<file path="src/include/lsl_defines.svh">
// Constants for the LED shift latch driver
`ifndef LSL_DEFINES_SVH
`define LSL_DEFINES_SVH

`define LSL_WORD_BITS     8
`define LSL_SHIFT_RESET   8'h00
`define LSL_LATCH_RESET   8'h00
`define LSL_BUF_DEPTH     2

`endif

</file>
<file path="src/include/lsl_pkg.sv">
// Types for the LED shift latch driver
package lsl_pkg;
    typedef logic [7:0] lsl_word_t;
    typedef enum logic [1:0] {
        LSL_EMPTY = 2'b01,
        LSL_HELD  = 2'b10
    } lsl_fill_e;
endpackage

</file>
<file path="src/design/lsl_driver.sv">
// LED shift register, output latch and blanking, sampled on one system clock
`include "lsl_defines.svh"
`timescale 1ns/1ps
`default_nettype none

module lsl_driver
    import lsl_pkg::*;
#(
    parameter int WORD_BITS = `LSL_WORD_BITS
) (
    // System
    input  wire logic                 clk_i,
    input  wire logic                 rst_i,
    // Serial link from host
    input  wire logic                 shift_clk_i,
    input  wire logic                 serial_data_i,
    input  wire logic                 load_strobe_i,
    input  wire logic                 blank_n_i,
    output logic                      serial_data_o,
    // Snapshot stream of each shifted word the buffer has room for
    output logic                      word_valid_o,
    output logic [WORD_BITS-1:0]      word_data_o,
    input  wire logic                 word_ready_i,
    // LED sinks, open drain: enable high pulls the sink low
    output logic [WORD_BITS-1:0]      led_sink_o,
    output logic [WORD_BITS-1:0]      led_sink_oe_o
);

    initial begin
        if (WORD_BITS != `LSL_WORD_BITS) begin
            $error("lsl_driver: word must be eight bits");
        end
    end

    // Two-stage synchronisers; first stage read only by second
    logic [3:0] sync1;
    logic [3:0] sync2;
    logic [3:0] next_sync1;
    logic [3:0] next_sync2;
    logic       clk_prev;
    logic       next_clk_prev;

    always_comb begin
        next_sync1       = {blank_n_i, load_strobe_i, serial_data_i, shift_clk_i};
        next_sync2       = sync1;
        next_clk_prev    = sync2[0];
    end

    always_ff @(posedge clk_i) begin
        if (rst_i) begin
            sync1       <= 4'h0;
            sync2       <= 4'h0;
            clk_prev    <= 1'b0;
        end else begin
            sync1       <= next_sync1;
            sync2       <= next_sync2;
            clk_prev    <= next_clk_prev;
        end
    end

    logic shift_rise;
    logic data_s;
    logic strobe_s;
    logic blank_n_s;
    assign shift_rise = sync2[0] & ~clk_prev;
    assign data_s     = sync2[1];
    assign strobe_s   = sync2[2];
    assign blank_n_s  = sync2[3];

    // Data and clock share sync depth, so data is sampled at its clock edge
    lsl_word_t shift_reg;
    lsl_word_t latch_q;
    lsl_word_t next_shift_reg;
    lsl_word_t next_latch_q;
    logic      ser_out;
    logic      next_ser_out;
    logic [2:0] bit_cnt;
    logic [2:0] next_bit_cnt;
    logic       word_done;

    always_comb begin
        next_shift_reg = shift_reg;
        next_ser_out   = ser_out;
        next_bit_cnt   = bit_cnt;
        word_done      = 1'b0;
        if (shift_rise) begin
            // Output mirrors stage 7 after the shift: eight edges of delay
            next_shift_reg = {shift_reg[WORD_BITS-2:0], data_s};
            next_ser_out   = next_shift_reg[WORD_BITS-1];
            next_bit_cnt   = bit_cnt + 3'h1;
            word_done      = (bit_cnt == 3'h7);
        end
        // Transparent while high, frozen once low; blanking ignored here
        next_latch_q = strobe_s ? next_shift_reg : latch_q;
    end

    always_ff @(posedge clk_i) begin
        if (rst_i) begin
            shift_reg <= `LSL_SHIFT_RESET;
            latch_q   <= `LSL_LATCH_RESET;
            ser_out   <= 1'b0;
            bit_cnt   <= 3'h0;
        end else begin
            shift_reg <= next_shift_reg;
            latch_q   <= next_latch_q;
            ser_out   <= next_ser_out;
            bit_cnt   <= next_bit_cnt;
        end
    end

    // Sink drivers: open drain, enable only for a latched one while blank_n_i is low
    lsl_word_t sink_oe;
    lsl_word_t next_sink_oe;
    always_comb begin
        next_sink_oe = blank_n_s ? '0 : next_latch_q;
    end

    always_ff @(posedge clk_i) begin
        if (rst_i) begin
            sink_oe <= '0;
        end else begin
            sink_oe <= next_sink_oe;
        end
    end

    // Two-entry buffer of completed words; a word completed while both entries are full is dropped
    lsl_word_t buf_mem [`LSL_BUF_DEPTH];
    logic      wr_ptr;
    logic      rd_ptr;
    logic [1:0] count;
    logic      next_wr_ptr;
    logic      next_rd_ptr;
    logic [1:0] next_count;
    logic      buf_full;
    logic      push;
    logic      pop;
    logic      out_valid;
    lsl_word_t out_data;
    logic      next_out_valid;
    lsl_word_t next_out_data;

    assign buf_full = (count == 2'd2);
    // Source cannot be paused, so a word arriving while full is lost
    assign push     = word_done & ~buf_full;
    assign pop      = (count != 2'd0) & (~out_valid | word_ready_i);

    always_comb begin
        next_wr_ptr    = push ? ~wr_ptr : wr_ptr;
        next_rd_ptr    = pop ? ~rd_ptr : rd_ptr;
        next_count     = count + {1'b0, push} - {1'b0, pop};
        next_out_valid = out_valid;
        next_out_data  = out_data;
        if (pop) begin
            next_out_valid = 1'b1;
            next_out_data  = buf_mem[rd_ptr];
        end else if (word_ready_i) begin
            next_out_valid = 1'b0;
        end
    end

    always_ff @(posedge clk_i) begin
        if (push) begin
            buf_mem[wr_ptr] <= next_shift_reg;
        end
    end

    always_ff @(posedge clk_i) begin
        if (rst_i) begin
            wr_ptr    <= 1'b0;
            rd_ptr    <= 1'b0;
            count     <= 2'd0;
            out_valid <= 1'b0;
            out_data  <= '0;
        end else begin
            wr_ptr    <= next_wr_ptr;
            rd_ptr    <= next_rd_ptr;
            count     <= next_count;
            out_valid <= next_out_valid;
            out_data  <= next_out_data;
        end
    end

    assign serial_data_o = ser_out;
    assign led_sink_oe_o = sink_oe;
    assign led_sink_o    = '0;
    assign word_valid_o  = out_valid;
    assign word_data_o   = out_data;

endmodule

`default_nettype wire

</file>
<file path="config.mk">
export PLATFORM = sky130hd
export DESIGN_NAME = lsl_driver
export DESIGN_NICKNAME = d
export VERILOG_FILES = /design/src/include/lsl_pkg.sv /design/src/design/lsl_driver.sv
export VERILOG_INCLUDE_DIRS = /design/src /design/src/include
export SDC_FILE = /design/constraint.sdc
export NUM_CORES = 1
export LEC_CHECK = 0
export CAP_MARGIN = 20
export CORE_MARGIN = 2
export CORE_UTILIZATION = 55
export DETAILED_ROUTE_END_ITERATION = 10
export DONT_BUFFER_PORTS = 1
export GPL_TIMING_DRIVEN = 0
export PLACE_DENSITY = 0.73
export SLEW_MARGIN = 20
export SYNTH_ARGS = -nofsm -noshare
export SYNTH_HDL_FRONTEND = slang
export SYNTH_SLANG_ARGS = --single-unit
</file>
<file path="constraint.sdc">
create_clock -name clk_i -period 1.9 [get_ports clk_i]
set_clock_uncertainty 0.2 [all_clocks]
set_input_delay 0.095 -clock clk_i [delete_from_list [all_inputs] [get_ports clk_i]]
set_output_delay 0.095 -clock clk_i [all_outputs]
set_load 0.02 [all_outputs]
</file>
==> impl_metrics.yaml, run 1 <==
pwr:
  ir_worst_vdd_mv: 0.7697
  pwr-share-clk_pct: 29.0
  p_int_mw: 2.526
  netSwitchingPower_mw: 1.073
  p_leak_nw: 1.116
  comb_power_share_pct: 21.2
  seq_power_share_pct: 49.9
  pwr_density_cell_nw_per_um2: 1261
  sw_frac_of_total_pct: 29.83
clock_tree:
  clockBufferDepth: 2
  cts_buffers: 9
  path_clk_slew_ns: 0.07
  insertion_delay_ns: 0.33
  htreeDepth: 3
  cts_tree: "yes"
  cts-root-buf: "clkbuf_8"
  clock_sinks: 66
placement:
  dp_cells: 268
  dp.final_hpwl_um: 2564
  numPortBuffers: 0
  place_congestion: 0.7194
  post_dp_cell_area_um2: 2505
route:
  vias: 1493
  drt_wl_total_um: 3880
  antenna_left: 0
  drt-vias-per-instance: 5.078
  first_pass_iters: 4
  drtIter0Drc: 25
  drc_errors: 0
  wl_per_cell_um: 13.20
synthesis:
  yosys_warnings: 0
  netlist_area_um2: 2399
  syn_inst: 209
  yosysTopAreaCell: "dfxtp_1"
  syn_area_per_cell_um2: 11.48
  yosysSeqAreaShare_pct: 61.76
  ys_types: 29
  ys_ff_latch: 66
  yosysTopAreaCellShare_pct: 41.73
  synth_area_leaders: "dfxtp_1 (42%), edfxtp_1 (20%), a211oi_1 (6.9%), mux2i_1 (6.3%), nor2_1 (3.6%)"
timing:
  setup_viol: 0
  period_minus_slack_ns: 1.874
  slew_viol_final: 0
  max_freq_mhz: 533.6
  period_share_pct: 98.63
  timing.hold.ws_ns: 0.08912
  relSlewSlack_pct: 54.99
  worstMarginPinSlew_ns: 0.6727
  final_hold_viol_count: 0
  rsz0062_at_grt: "yes"
die:
  ios: 33
  dieArea_um2: 4905
  die_y_um: 70.04
  initial_core_util_pct: 56.25
  die_w_um: 70.04
  core.rowCount: 24
  core_area_um2: 4264
global_routing:
  grt_max_degree: 11
  antenna_found_initial: 0
  grt_pass1_wl_um: 6299
  grt.total_usage_pct: 17.14
  grt_overflow_total: 0
  grt_pass1_vias: 1394
final_layout:
  largest_reg_flops: 16
  instances_no_fill: 294
  final_common_cell: "dfxtp_1"
  utilization_pct: 66.96
  num_antenna_cells: 0
  fill_cells: 332
  max_flop_register: "buf_mem"
  drive_gt1_share_pct: 20.25
  layout_common_cells: "dfxtp_1 (46), a211oi_1 (22), nor2_1 (21)"
  area_growth_pct: 19.04
  layout.nets: 248
  stdcell_area_um2: 2855
critical_path:
  crit_type: "flop to flop"
  r2r_slack_ns: 0.03
  start_kind: "flop"
  end_kind: "flop"
  reg2reg_from: "bit_cnt[0]$_SDFFE_PP0N_"
  setup.worst_path.start: "bit_cnt[0]$_SDFFE_PP0N_"
  critPathMaxFanout: 4
  cp_data_arrival_time_ns: 1.93
  cp.required_ns: 1.96
outcome:
  status: "finished clean"
hold_path:
  hp-class: "input port to flop"
  min-delay-start: "word_ready_i"
run:
  maxCapViolations: 0
layer usage:
| metal | wire, um | vias up | global-route usage (%) |
|---|---|---|---|
| met5 | 0 | - | 0 |
| met4 | 52 | 0 | 7.265 |
| met3 | 258 | 5 | 10.53 |
| met2 | 1833 | 38 | 26.46 |
| met1 | 1736 | 685 | 18.98 |
| li1 | - | 765 | - |
power groups by stage:
stage	sequential [mW]	clock (mW)	combinational, mW
after floorplan	1.79	0	0.537
after global placement	1.80	0	0.618
after detailed placement	1.81	0	0.645
after CTS	1.79	1.07	0.699
after global routing	1.81	1.13	0.851
final	1.80	1.04	0.761
layout make-up:
type	instances	area, um2	area share [%]
Sequential cell	66	1486	52.06
Multi-Input combinational cell	121	858.3	30.06
Tap cell	52	65.06	2.279
Buffer	20	138.9	4.864
Clock inverter	2	10.01	0.3506
Timing Repair Buffer	10	90.09	3.155
Clock buffer	14	172.7	6.047
Inverter	9	33.78	1.183
through the flow:
stage / setup slack (ns) / total power, mW / setup TNS, ns
2_1_floorplan: 0.02602 / 2.322 / 0
3_3_place_gp: -0.05801 / 2.422 / -0.05801
3_5_place_dp: -0.1373 / 2.456 / -0.7170
4_1_cts: 0.002417 / 3.557 / 0
5_1_grt: -0.02734 / 3.796 / -0.1822
6_report: 0.02609 / 3.599 / 0
cells by family after synthesis:
kind of cell               count (synthesis)  synth area share [%]
DFF                                       66                 61.76
and+or+nand+nor                           52                 10.59
AOI/OAI and AO/OA                         39                 10.75
buffers and inverters                     29                 7.199
muxes                                     16                 6.729
adders and majority gates                  4                 2.087
xor gates and xnor gates                   2                0.7304
other                                      1                0.1563
synth_stat cells, drive strengths merged:
cell / count
mux2i: 15
or2: 2
o21ai: 1
edfxtp: 16
or2b: 1
or3: 1
ha: 4
xor2: 1
xnor2: 1
dfxtp: 50
nand3: 1
conb: 1
a21oi: 14
inv: 9
nor2b: 12
mux2: 1
a211oi: 22
clkbuf: 7
nor2: 23
nand2b: 2
a311oi: 2
nor3: 1
nand2: 8
buf: 13
and2: 1
final timing paths:
check,endpoint,depth (start not counted)
setup reg to reg,count[1]$_SDFF_PP0_,9
setup / recovery,count[1]$_SDFF_PP0_,9
hold reg to reg,sync2[3]$_SDFF_PP0_,1
hold / removal,word_valid_o$_SDFFE_PP0P_,3
critical path, cell delays in order, from the launching register on:
cell and delay (ns):
dfxtp_2 0.36, ha_4 0.14, ha_4 0.13, nand3_4 0.09, ha_4 0.28, inv_2 0.04, ha_4 0.15, xor2_2 0.17
and2_1 0.14, nor3_1 0.11
repair_timing:
item	CTS	global route
endpoints found under the hold margin	21	0
endpoints found under the setup margin	17	9
pin swaps	5	5
hold buffers	6	0
gates resized for setup	12	4
buffers inserted	3	1
(Power assumes the default switching activity.)
==> inputs of run 2 (changes only) <==
Settings changed: ABC_AREA set to 1, GPL_TIMING_DRIVEN 0 to 1.
==> impl_metrics.yaml, run 2 <==
pwr:
  ir_worst_vdd_mv: 0.7912
  pwr_density_cell_nw_per_um2: 1254
  p_leak_nw: 1.344
final_layout:
  layout.nets: 301
  seq_area_um2: 1485
  largest_reg_flops: 16
  final_common_cell: "nor2_1"
  stdcell_area_um2: 2958
  multi_input_area_um2: 942.2
  fill_cells: 374
  num_antenna_cells: 0
  instances_no_fill: 347
  area_growth_pct: 16.57
  max_flop_register: "buf_mem"
  layout_common_cells: "nor2_1 (53), dfxtp_1 (47), nand2_1 (46)"
  drive_gt1_share_pct: 22.03
timing:
  rsz0062_at_grt: "yes"
  period_minus_slack_ns: 1.881
  relSlewSlack_pct: 37.28
  slew_viol_final: 0
  setup_viol: 0
  period_share_pct: 99.02
  final_hold_viol_count: 0
  worstMarginPinSlew_ns: 0.9407
  max_freq_mhz: 531.5
placement:
  numPortBuffers: 0
  dp.final_hpwl_um: 2543
  dp_cells: 321
  place_congestion: 0.7554
  post_dp_cell_area_um2: 2594
synthesis:
  synth-edff-count: 16
  muxShareOfSynthArea_pct: 0
  synthAdderAreaFrac_pct: 1.972
  synth_xor_area_share_pct: 0.6903
  post-synth-top-count-cell: "nor2_1"
  syn_area_per_cell_um2: 9.329
  yosysSeqAreaShare_pct: 58.38
  netlist_area_um2: 2537
  ys_ff_latch: 66
  synth_commonest_cells: "nor2_1 (53), dfxtp_1 (50), nand2_1 (47)"
  yosys.area_share.simple_pct: 26.58
  synth_top_family_by_area: "simple AND/OR/NAND/NOR gates"
  synth-compound-area-share_pct: 4.142
  ys_types: 27
  ys.flop_type: "dfxtp_1"
  yosysTopAreaCell: "dfxtp_1"
  yosysTopAreaCellShare_pct: 39.45
  async_flop_share_pct: 0
  synth_area_leaders: "dfxtp_1 (39%), edfxtp_1 (19%), nor2_1 (7.8%), nand2_1 (7.0%), buf_4 (2.7%)"
  yosys_warnings: 0
  syn_inst: 272
critical_path:
  end_kind: "flop"
  worstPathCellList: "ha_4 -> ha_4 -> nand2_4 -> nor2_8 -> inv_4 -> ha_4 -> inv_2 -> ha_4 -> xor2_2 -> nand2_1 -> nand2_1 -> nor2_1"
  worst_path_largest_cell_delay_ns: 0.35
  crit_type: "flop to flop"
  worstReg2RegEnd: "count[1]$_SDFF_PP0_"
  reg2reg_from: "bit_cnt[0]$_SDFFE_PP0N_"
  critPathMaxFanout: 2
  setup.worst_path.start: "bit_cnt[0]$_SDFFE_PP0N_"
  cpMostUsedCell: "ha_4"
  worstPathBufferInverterCount: 2
  timing.reg2reg.worst_path_depth: 12
  cp_top_family: "adder cells"
  slowest_stage: "dfxtp_2"
  cp.required_ns: 1.94
  r2r_slack_ns: 0.02
  crit_cells: 12
  cp_data_arrival_time_ns: 1.92
  start_kind: "flop"
  endpoint: "count[1]$_SDFF_PP0_"
route:
  wl_met2_um: 1853
  drc_errors: 0
  wl_per_cell_um: 11.54
  top_layer_used: "met4"
  met3_length_um: 236
  drt-vias-per-instance: 4.729
  first_pass_iters: 6
  wl_met1_um: 1845
  drt_wl_total_um: 4004
  drtIter0Drc: 65
  antenna_left: 0
  vias: 1641
die:
  ios: 33
  initial_core_util_pct: 57.48
  die_w_um: 71.92
  die_y_um: 71.92
  dieArea_um2: 5172
  core_area_um2: 4414
  core.rowCount: 24
global_routing:
  antenna_found_initial: 0
  grt_pass1_vias: 1595
  grt_overflow_total: 0
  grt.total_usage_pct: 18.05
  grt_max_degree: 28
  grt_pass1_wl_um: 6886
clock_tree:
  htreeDepth: 3
  cts_tree: "yes"
  cts-root-buf: "clkbuf_8"
  clock_sinks: 66
  path_clk_slew_ns: 0.07
  insertion_delay_ns: 0.34
  cts_buffers: 9
  clockBufferDepth: 2
outcome:
  status: "finished clean"
run:
  maxCapViolations: 0
hold_path:
  hp-class: "input port to flop"
==> run 2: cell types whose count changed in the layout (fill, tap and decap cells not counted), sizes merged, moves of 11 or more <==
cell	change
nand3	+15
a211oi	-22
nor2b	-12
nor2	+33
inv	+11
nand2	+50
mux2i	-15
==> run 2: cells by family (layout without fill, tap and decap cells) <==
kind of cell / after synthesis / count (layout)
and+or+nand+nor: 140 / 140
adders and majority gates: 4 / 4
other: 1 / 8
buffers and inverters: 38 / 54
AOI/OAI and AO/OA: 21 / 21
DFF: 66 / 66
xor gates and xnor gates: 2 / 2
==> run 2: area by class of cell <==
class	count	share of cell area, %
Timing Repair Buffer	18	5.415
Tap cell	52	2.200
Multi-Input combinational cell	175	31.85
Clock inverter	5	2.538
Sequential cell	66	50.21
Inverter	20	2.623
Clock buffer	11	5.161
==> run 2: how the worst min path moves through the flow <==
| stage | start | endpoint | slack [ns] | cells past startpoint |
|---|---|---|---|---|
| after floorplan | shift_clk_i | next_sync2[0]$_SDFF_PP0_ | 0.002 | 2 |
| after CTS | word_ready_i | rd_ptr$_SDFFE_PP0P_ | 0.02 | 6 |
| final | word_ready_i | rd_ptr$_SDFFE_PP0P_ | 0.03 | 6 |
| after global placement | rst_i | bit_cnt[0]$_SDFFE_PP0N_ | -0.04 | 1 |
| after global routing | word_ready_i | word_data_o[4]$_SDFFE_PP0P_ | 0.09 | 6 |
| after detailed placement | rst_i | bit_cnt[0]$_SDFFE_PP0N_ | -0.03 | 1 |
==> run 2: per-layer routing <==
metal	vias up	GRT usage, %
met4	0	11.95
met5	-	0
met3	9	5.972
li1	870	-
met2	48	28.81
met1	714	20.75
==> run 2: repair_timing <==
action,CTS,global route
pin swaps,6,3
buffers inserted,1,0
resized for setup,6,2
endpoints found under the hold margin,50,0
hold buffers,9,0
setup endpoints to repair,1,14
==> run 2: where the power goes <==
part	total [mW]	switching (mW)	internal [mW]
sequential	1.81	0.226	1.59
clock	1.33	0.517	0.812
combinational	0.568	0.330	0.237
==> run 2: through the flow <==
stage	utilization [%]	setup TNS [ns]	setup WS (ns)	power (mW)	hold WS [ns]
floorplan	-	0	0.01125	2.261	0.001967
global placement	58.76	-0.002946	-0.002946	2.324	-0.03537
detailed placement	58.76	-0.05990	-0.05990	2.342	-0.03073
CTS	66.92	0	0.003946	3.764	0.01708
global route	67.01	-0.1181	-0.1004	3.927	0.08935
finish	67.01	0	0.01853	3.709	0.03160
==> run 2: worst min-delay path: stages <==
cell and delay (ns):
inv_1 0.03, nand2_1 0.06, nand2_1 0.10, inv_2 0.10
nor2_1 0.10, nor2_1 0.05
==> inputs of run 3 (changes only) <==
Settings changed: CORE_UTILIZATION 55 to 50, PLACE_DENSITY 0.73 to unset, SLEW_MARGIN 20 to unset.
Clock period 1.9 ns to 1.8 ns, I/O delays scaled along.
==> impl_metrics.yaml, run 3 (synthesis results as in run 2) <==
timing:
  setup_viol: 1
  finalWorstSetupSlack_ns: -0.06161
  worstMarginPinSlew_ns: 0.5971
  period_minus_slack_ns: 1.862
  relSlewSlack_pct: 60.06
  slew_viol_final: 0
  tns_ns: -0.06161
  max_freq_mhz: 537.2
  final_hold_viol_count: 0
  rsz0062_at_grt: "yes"
  period_share_pct: 103.4
final_layout:
  drive_gt1_share_pct: 22.86
  layout_common_cells: "nor2_1 (51), dfxtp_1 (47), nand2_1 (46)"
  max_flop_register: "buf_mem"
  num_antenna_cells: 0
  fill_cells: 426
  final_common_cell: "nor2_1"
  utilization_pct: 65.22
  layout.nets: 321
  largest_reg_flops: 16
  area_growth_pct: 23.82
pwr:
  pwr-share-clk_pct: 31.0
  ir_worst_vdd_mv: 0.5976
  comb_power_share_pct: 19.1
  pwr_density_cell_nw_per_um2: 1208
  p_int_mw: 2.661
  seq_power_share_pct: 49.9
  p_leak_nw: 1.428
  sw_frac_of_total_pct: 29.89
  netSwitchingPower_mw: 1.135
route:
  drt-vias-per-instance: 4.513
  drtIter0Drc: 61
  first_pass_iters: 4
  vias: 1724
  drt_wl_total_um: 4319
  drc_errors: 0
  antenna_left: 0
  wl_per_cell_um: 11.31
outcome:
  violations: "negative setup slack"
  status: "finished, violations left"
global_routing:
  grt_pass1_wl_um: 7314
  grt_pass1_vias: 1651
  antenna_found_initial: 0
  grt_max_degree: 20
  grt_overflow_total: 0
  grt.total_usage_pct: 18.11
die:
  core.rowCount: 25
  core_area_um2: 4817
  die_w_um: 75.24
  ios: 33
  die_y_um: 75.24
  initial_core_util_pct: 52.68
  dieArea_um2: 5661
clock_tree:
  htreeDepth: 3
  clock_sinks: 66
  cts_buffers: 9
  insertion_delay_ns: 0.33
  clockBufferDepth: 2
  path_clk_slew_ns: 0.07
  cts_tree: "yes"
  cts-root-buf: "clkbuf_8"
placement:
  dp.final_hpwl_um: 2597
  numPortBuffers: 0
  place_congestion: 0.7284
run:
  maxCapViolations: 0
critical_path:
  critPathMaxFanout: 2
  end_kind: "flop"
  start_kind: "flop"
  cp_data_arrival_time_ns: 1.89
  cp.required_ns: 1.83
  crit_type: "flop to flop"
hold_path:
  hp-class: "input port to flop"
run 3: final timing paths:
kind	startpoint	endpoint	slack, ns	depth (start not counted)
worst max-delay path	bit_cnt[0]$_SDFFE_PP0N_	count[1]$_SDFF_PP0_	-0.06	12
worst min-delay path	word_ready_i	word_data_o[1]$_SDFFE_PP0P_	0.06	6
worst max register to register	bit_cnt[0]$_SDFFE_PP0N_	count[1]$_SDFF_PP0_	-0.06	12
worst min register to register	shift_reg[7]$_SDFF_PP0_	shift_reg[7]$_SDFF_PP0_	0.30	2
run 3: layout make-up:
class	instances	area (um2)	area share [%]
timing repair buffer	38	350.3	11.15
inverter	20	77.57	2.469
clock inverter	1	5.005	0.1593
multi-input combinational	175	952.2	30.31
sequential	66	1485	47.27
clock buffer	15	187.7	5.974
tap	67	83.83	2.668
run 3: power groups by stage:
stage	Sequential, mW	Combinational [mW]	Clock [mW]
after floorplan	1.92	0.503	0
after global placement	1.92	0.627	0
after detailed placement	1.93	0.637	0
after CTS	1.90	0.717	1.21
after global routing	1.93	0.825	1.27
final	1.89	0.726	1.18
run 3: worst max-delay path, cell delays in order (launching register included):
cell and delay [ns]:
dfxtp_2 0.36, ha_4 0.14, ha_4 0.13, nand2_4 0.06
nor2_8 0.09, inv_4 0.05, ha_4 0.25, inv_2 0.03
ha_4 0.15, xor2_2 0.14, nand2_1 0.07, nand2_1 0.06
nor2_1 0.04
run 3: per-layer routing:
layer	GRT usage, %	part of all wire (%)	vias up
met1	20.95	47	763
met4	11.70	2.9	0
li1	-	-	911
met5	0	0	-
met3	4.685	4.1	11
met2	29.73	46	39
run 3: metrics by stage:
step	hold slack, ns	instances	setup WS, ns	power [mW]	cell area, um2
5_1_grt	0.09916	382	-0.1376	4.018	3142
3_5_place_dp	-0.04048	341	-0.1442	2.566	2675
3_3_place_gp	-0.04216	341	-0.09108	2.550	2675
4_1_cts	0.05963	381	-0.05547	3.826	3113
6_report	0.06174	382	-0.06161	3.796	3142
2_1_floorplan	-0.003033	279	-0.06600	2.422	2624
run 3: repair_timing:
action	4_1_cts	5_1_grt
resized for setup	1	8
endpoints found under the hold margin	50	0
pin swaps	7	0
buffers inserted	1	2
hold buffers	23	0
endpoints found under the setup margin	1	18
